**config.mk**
```make
export PLATFORM = sky130hd
export DESIGN_NAME = swm_master
export DESIGN_NICKNAME = d
export VERILOG_FILES = /design/src/include/swm_pkg.sv /design/src/swm_tick.sv /design/src/swm_master.sv
export SDC_FILE = /design/constraint.sdc
export NUM_CORES = 1
export LEC_CHECK = 0
export BUFFER_PORTS_ARGS = -buffer_cell sky130_fd_sc_hd__buf_2
export CAP_MARGIN = 20
export CORE_MARGIN = 10
export CORE_UTILIZATION = 52
export DETAILED_ROUTE_END_ITERATION = 8
export HOLD_SLACK_MARGIN = 0.05
export PLACE_DENSITY = 0.71
export SLEW_MARGIN = 20
export SYNTH_ARGS = -nofsm -noshare
export SYNTH_HDL_FRONTEND = slang
export SYNTH_SLANG_ARGS = --single-unit
```
**constraint.sdc**
```tcl
create_clock -name sys_clk -period 2.8 [get_ports sys_clk]
set_input_delay 0.14 -clock sys_clk [delete_from_list [all_inputs] [get_ports sys_clk]]
set_output_delay 0.14 -clock sys_clk [all_outputs]
set_load 0.01 [all_outputs]
```
**src/include/swm_pkg.sv**
```systemverilog
// Purpose: constants and types for the single-wire bus master
// Assumes: 200 MHz system clock, 1 us tick from a divider
// Notes: all link timing is counted in 1 us ticks
package swm_pkg;
  localparam int unsigned CLK_MHZ = 200;          // System clock rate in MHz
  localparam int unsigned TICK_DIV = CLK_MHZ;     // Cycles per microsecond tick
  // Link timing in microseconds
  localparam int unsigned T_RSTL_US = 480;        // Reset low, least
  localparam int unsigned T_PRES_WAIT_US = 70;    // Presence sample point after release
  localparam int unsigned T_RST_REST_US = 410;    // Remainder of receive window
  localparam int unsigned T_SLOT_US = 65;         // Whole slot, kept above 60
  localparam int unsigned T_LOW1_US = 6;          // Write-one low time; read slots use T_READ_INIT_US
  localparam int unsigned T_READ_INIT_US = 2;     // Read slot low time, above 1
  localparam int unsigned T_READ_SAMPLE_US = 13;  // Read sample point, below 15
  localparam int unsigned T_REC_US = 3;           // Recovery between slots, above 1
  localparam logic [9:0] RESET_VAL_CNT = 10'h000; // Counter value after wrap
  // Host command kinds
  typedef enum logic [1:0] {
    SWM_OP_RESET,
    SWM_OP_WRITE,
    SWM_OP_READ
  } swm_op_t;
  // Function commands seen by the device
  localparam logic [7:0] CMD_CONVERT = 8'h44;
  localparam logic [7:0] CMD_READ_PAD = 8'hbe;
  localparam logic [7:0] CMD_WRITE_PAD = 8'h4e;
  localparam logic [7:0] CMD_WRITE_USER = 8'h66;
  localparam logic [7:0] CMD_COPY_PAD = 8'h48;
  localparam logic [7:0] CMD_NVM_RELOAD = 8'hb8;
  localparam logic [7:0] CMD_READ_SUPPLY = 8'hb4;
endpackage

```
**src/swm_tick.sv**
```systemverilog
// Purpose: one-cycle microsecond enable pulse
// Assumes: single clock, synchronous reset
// Notes: free running, restarted only by reset
`timescale 1ns/1ps
module swm_tick #(
  parameter int unsigned DIV = swm_pkg::TICK_DIV
) (
  // Clock and reset
  input wire logic sys_clk,
  input wire logic rst,
  // Enable out
  output logic tick
);
  import swm_pkg::*;
  initial begin
    if (DIV < 2 || DIV > 1023) $error("swm_tick: DIV out of range");
  end
  typedef struct packed {
    logic [9:0] cnt; // Cycle counter
    logic tick;      // Registered pulse
  } swm_tick_st_t;
  swm_tick_st_t s_q, s_d;
  // Next state: count up and pulse at wrap
  always_comb begin
    s_d = s_q;
    s_d.tick = 1'b0;
    if (s_q.cnt == 10'(DIV - 1)) begin
      s_d.cnt = RESET_VAL_CNT;
      s_d.tick = 1'b1;
    end else begin
      s_d.cnt = s_q.cnt + 10'h001;
    end
  end
  // State register
  always_ff @(posedge sys_clk) begin
    if (rst) begin
      s_q <= '0;
    end else begin
      s_q <= s_d;
    end
  end
  assign tick = s_q.tick;
endmodule // swm_tick

```
**src/swm_master.sv**
```systemverilog
// Purpose: bus master for a single-wire temperature sensor link
// Assumes: open-drain data line with external pull-up; timing in 1 us ticks
// Notes: byte-level engine; the caller sequences ROM and function commands
`timescale 1ns/1ps
module swm_master
  import swm_pkg::*;
#(
  parameter int unsigned DIV = swm_pkg::TICK_DIV
) (
  // Clock and reset
  input wire logic sys_clk,
  input wire logic rst,
  // Command port
  input wire logic cmd_valid,
  output logic cmd_ready,
  input wire swm_pkg::swm_op_t cmd_op,
  input wire logic [3:0] cmd_bits,
  input wire logic [7:0] cmd_data,
  // Answer port
  output logic rsp_valid,
  output logic [7:0] rsp_data,
  output logic rsp_presence,
  // Line pins
  input wire logic line_in,
  output logic line_out,
  output logic line_oe
);
  import swm_pkg::*;
  initial begin
    if (DIV < 2 || DIV > 1023) $error("swm_master: DIV out of range");
  end
  typedef enum {
    ST_IDLE,
    ST_RST_LOW,
    ST_RST_WAIT,
    ST_RST_REST,
    ST_SLOT_LOW,
    ST_SLOT_HOLD,
    ST_RECOVER,
    ST_DONE
  } swm_state_t;
  typedef struct packed {
    swm_state_t st;      // Sequencer state
    logic [9:0] us;      // Microsecond counter inside a phase
    logic [7:0] shreg;   // Byte being moved, LSB on the line first
    logic [3:0] left;    // Slots left in this command
    logic [3:0] total;   // Slots in this command
    logic rd;            // Current command is a read
    logic drive;         // Master pulls the line low
    logic pres;          // Presence seen
    logic rvalid;        // Answer pulse
    logic [7:0] rdata;   // Answer byte
    logic sync1;         // First synchroniser stage
    logic sync2;         // Second synchroniser stage
  } swm_st_t;
  swm_st_t s_q, s_d;
  logic tick;
  // Microsecond enable
  swm_tick #(.DIV(DIV)) u_tick (
    .sys_clk(sys_clk),
    .rst(rst),
    .tick(tick)
  );
  // Low time of the current slot; zero bit holds the full slot
  function automatic logic [9:0] low_time(input logic rd, input logic bitv);
    if (rd) begin
      low_time = 10'(T_READ_INIT_US);
    end else if (bitv) begin
      low_time = 10'(T_LOW1_US);
    end else begin
      low_time = 10'(T_SLOT_US);
    end
  endfunction
  // Next state
  always_comb begin
    s_d = s_q;
    s_d.rvalid = 1'b0;
    s_d.sync1 = line_in;
    s_d.sync2 = s_q.sync1;
    case (s_q.st)
      ST_IDLE: begin
        // One command at a time, in the order given; a reset waits for the byte in flight
        if (cmd_valid) begin
          s_d.us = '0;
          s_d.pres = 1'b0;
          // A reset is taken at once and abandons nothing in flight here
          if (cmd_op == SWM_OP_RESET) begin
            s_d.st = ST_RST_LOW;
            s_d.drive = 1'b1;
          end else begin
            s_d.rd = (cmd_op == SWM_OP_READ);
            s_d.shreg = (cmd_op == SWM_OP_READ) ? 8'hff : cmd_data;
            s_d.total = (cmd_bits == 4'h0 || cmd_bits > 4'h8) ? 4'h8 : cmd_bits;
            s_d.left = s_d.total;
            s_d.st = ST_SLOT_LOW;
            s_d.drive = 1'b1;
          end
        end
      end
      ST_RST_LOW: begin
        if (tick) begin
          s_d.us = s_q.us + 10'h001;
          // The first tick may come one cycle after the take, so one extra tick keeps the full low time
          if (s_q.us == 10'(T_RSTL_US)) begin
            s_d.drive = 1'b0;
            s_d.us = '0;
            s_d.st = ST_RST_WAIT;
          end
        end
      end
      ST_RST_WAIT: begin
        // Sample after the longest wait, inside the least presence low
        if (tick) begin
          s_d.us = s_q.us + 10'h001;
          if (s_q.us == 10'(T_PRES_WAIT_US - 1)) begin
            s_d.pres = ~s_q.sync2;
            s_d.us = '0;
            s_d.st = ST_RST_REST;
          end
        end
      end
      ST_RST_REST: begin
        // Wait out the rest of the receive window before the next slot
        if (tick) begin
          s_d.us = s_q.us + 10'h001;
          if (s_q.us == 10'(T_RST_REST_US - 1)) begin
            s_d.rdata = 8'h00;
            s_d.st = ST_DONE;
          end
        end
      end
      ST_SLOT_LOW: begin
        if (tick) begin
          s_d.us = s_q.us + 10'h001;
          if (s_q.us == low_time(s_q.rd, s_q.shreg[0]) - 10'h001) begin
            s_d.drive = 1'b0;
            s_d.st = ST_SLOT_HOLD;
          end
        end
      end
      ST_SLOT_HOLD: begin
        if (tick) begin
          s_d.us = s_q.us + 10'h001;
          // Late sample point keeps margin for the slow pull-up rise
          if (s_q.rd && s_q.us == 10'(T_READ_SAMPLE_US - 1)) begin
            s_d.shreg = {s_q.sync2, s_q.shreg[7:1]};
          end
          if (s_q.us >= 10'(T_SLOT_US - 1)) begin
            s_d.us = '0;
            s_d.st = ST_RECOVER;
          end
        end
      end
      ST_RECOVER: begin
        if (tick) begin
          s_d.us = s_q.us + 10'h001;
          if (s_q.us == 10'(T_REC_US - 1)) begin
            s_d.us = '0;
            s_d.left = s_q.left - 4'h1;
            if (s_q.left == 4'h1) begin
              // Right-align a short read so the first bit lands in bit 0
              s_d.rdata = s_q.shreg >> (4'h8 - s_q.total);
              s_d.st = ST_DONE;
            end else begin
              if (!s_q.rd) begin
                s_d.shreg = {1'b0, s_q.shreg[7:1]};
              end
              s_d.drive = 1'b1;
              s_d.st = ST_SLOT_LOW;
            end
          end
        end
      end
      ST_DONE: begin
        s_d.rvalid = 1'b1;
        s_d.st = ST_IDLE;
      end
      default: begin
        s_d.st = ST_IDLE;
        s_d.drive = 1'b0;
      end
    endcase
  end
  // State register
  always_ff @(posedge sys_clk) begin
    if (rst) begin
      s_q <= '{st: ST_IDLE, sync1: 1'b1, sync2: 1'b1, default: '0};
    end else begin
      s_q <= s_d;
    end
  end
  // Outputs; line is open drain, so out is always low
  assign cmd_ready = (s_q.st == ST_IDLE);
  assign rsp_valid = s_q.rvalid;
  assign rsp_data = s_q.rdata;
  assign rsp_presence = s_q.pres;
  assign line_out = 1'b0;
  assign line_oe = s_q.drive;
endmodule // swm_master

```
==> qor.yml <==
overflow: 0
worst_pin_slew_ps: 737
wl_per_cell_um: 14.7
timing.rr.start: "s_q[30]"
antenna_left: 0
initial_core_util_pct: 54.4
startpoint: "s_q[30]"
finalMaxSlewViolations: 0
die_w_um: 99.4
ys_seq_elements: 54
setup_viol: 0
grt_pass1_vias: 2651
min_path_type: "input pin to flop"
maxCapViolCount: 0
ios: 31
diodes: 0
cp-end-kind: "flop"
fin_skew_ps: 9.25
place_area_um2: 3370
critical_path_class: "flop to flop"
synth_warnings: 0
setup_ws_ps: 326
clock_latency_ps: 310
remaining_drc_errors: 0
synth_nets: 436
portBuffers: 29
async_flop_share_pct: 0
antenna_found_initial: 0
rows: 28
cts-resized-gates: 0
period_needed_ps: 2470
crit_path_max_fanout: 16
slew_headroom_pct: 50.8
grt_pass1_wl_um: 12200
grt_max_degree: 41
hp-start: "cmd_bits[1]"
drive_gt1_share_pct: 14.6
synth-seq-area-share_pct: 33.0
wl_um: 7240
syn-cell-area_um2: 3280
cts.clk_slew.worst_paths_ps: 100
p_leak_nw: 1.30
die_area_um2: 9880
syn_inst: 410
tns_ps: 0
coreArea_um2: 6030
track_usage_pct: 14.4
ir_drop_v: 0.000363
first_pass_iters: 4
pre_cts_ws_ps: 356
fin_crit_sh_pct: 88.3
critPathLaunchType: "flop"
final_cell_area_um2: 3460
clock_sinks: 54
final_cell_mix: "60 x nor2_1, 54 x dfxtp_1, 34 x a21oi_1, 29 x buf_2, 23 x nand2_1"
vias: 2836
place_congestion: 0.902
fmaxAchievable_mhz: 404
die_h_um: 99.4
cts_tree: "built"
finalPower_mw: 2.29
cp.arrival_ps: 2700
cts_buffers: 5
crit_required_ps: 3030
htree_num_levels: 2
syn_avg_cell_area_um2: 8.00
p_per_area_nw_per_um2: 662
post-dp-hpwl_um: 5470
rsz0062_at_grt: "false"
synth_cell_types: 68
ys.flop_type: "dfxtp_1"
outcome: "finished, final reports clean"
via_per_inst: 5.75
dr.first_iter.drc_count: 114
clk_path_buf_depth: 2
hold_viol_final: 0
layout_commonest_cell: "nor2_1"
synth_edf_count: 0
cts_root_buf: "clkbuf_8"
nets: 444
syn_to_final_growth_pct: 5.65
cells in the mapped netlist, types with 4 or more instances:
| cell | instances | share of area [%] |
|---|---|---|
| o21ai_0 | 9 | 1.4 |
| ha_1 | 8 | 3.1 |
| nand2b_1 | 6 | 1.1 |
| and2_1 | 6 | 1.1 |
| clkbuf_1 | 16 | 1.8 |
| buf_4 | 9 | 2.1 |
| nor3_1 | 12 | 1.8 |
| mux2i_1 | 17 | 5.2 |
| or3b_2 | 4 | 1.1 |
| nand3b_1 | 5 | 1.1 |
| nand2_1 | 23 | 2.6 |
| dfxtp_1 | 54 | 33 |
| buf_2 | 4 | 0.61 |
| a211oi_1 | 13 | 3.0 |
| xor2_1 | 8 | 2.1 |
| a21oi_1 | 34 | 5.2 |
| a31oi_1 | 8 | 1.5 |
| nor2_1 | 60 | 6.9 |
| and3_1 | 6 | 1.1 |
| nand3_1 | 14 | 2.1 |
| inv_1 | 18 | 2.1 |
| xnor2_1 | 6 | 1.6 |
| nand4_1 | 5 | 0.95 |
worst paths after layout:
check | end | slack (ps) | cells after the start
hold reg to reg | s_q[0] | 410 | 1
hold / removal | s_q[15] | 120 | 3
setup / recovery | s_q[23] | 330 | 8
setup reg to reg | s_q[23] | 330 | 8
power breakdown:
group / leakage, nW / total [mW] / switching, mW / internal [mW]
logic: 0.821 / 0.909 / 0.545 / 0.364
registers: 0.439 / 0.964 / 0.121 / 0.844
clock network: 0.0373 / 0.419 / 0.247 / 0.172
timing repair:
| item | 4_1_cts | 5_1_grt |
|---|---|---|
| hold buffers | 1 | 0 |
| setup buffers | 0 | 0 |
| hold endpoints to repair | 1 | 0 |
through the flow:
| stage | util, % | instances | hold slack, ps |
|---|---|---|---|
| after floorplan | - | 410 | 244 |
| after global placement | 56.0 | 485 | 324 |
| after CTS | 57.5 | 493 | 114 |
| after global routing | 57.5 | 493 | 127 |
| final | 57.5 | 493 | 121 |
| after detailed placement | 56.0 | 485 | 326 |
worst max-delay path, cell delays in order (launching register included):
cell	delay, ps
dfxtp_1	420
inv_1	140
ha_1	140
or4b_1	490
nor3_4	320
a21oi_2	140
a31oi_4	420
nor2_1	100
a211oi_1	220
area by class of cell:
type | count | area, um2
clock inverter | 1 | 7.51
inverter | 19 | 71.3
clock buffer | 6 | 72.6
multi-input combinational | 305 | 1960
sequential | 54 | 1080
tap | 75 | 93.8
fill | 572 | 2560
timing repair buffer | 33 | 178
registers in the layout, indices dropped and copies added (netlist names):
signal and count:
u_tick.tick 1, s_q 31, u_tick.s_q 10, s_d 1
rsp_valid 1, line_oe 1, rsp_presence 1, rsp_data 8
cell families after synthesis:
logic type	synth area share [%]
other	0.114
XOR/XNOR	3.74
flip-flops	33.0
AO/OA/AOI/OAI	19.9
buffers and inverters	7.25
adder cells (fa/ha/maj)	3.05
AND/OR/NAND/NOR	27.1
multiplexers	5.88
layer usage:
layer / part of all wire (%) / GRT usage, % / vias to the layer above
met4: 1.9 / 5.84 / 0
met1: 46 / 18.0 / 1308
met5: 0 / 0 / -
met2: 46 / 23.1 / 60
li1: - / - / 1456
met3: 5.9 / 3.67 / 12
(Power assumes the default switching activity.)
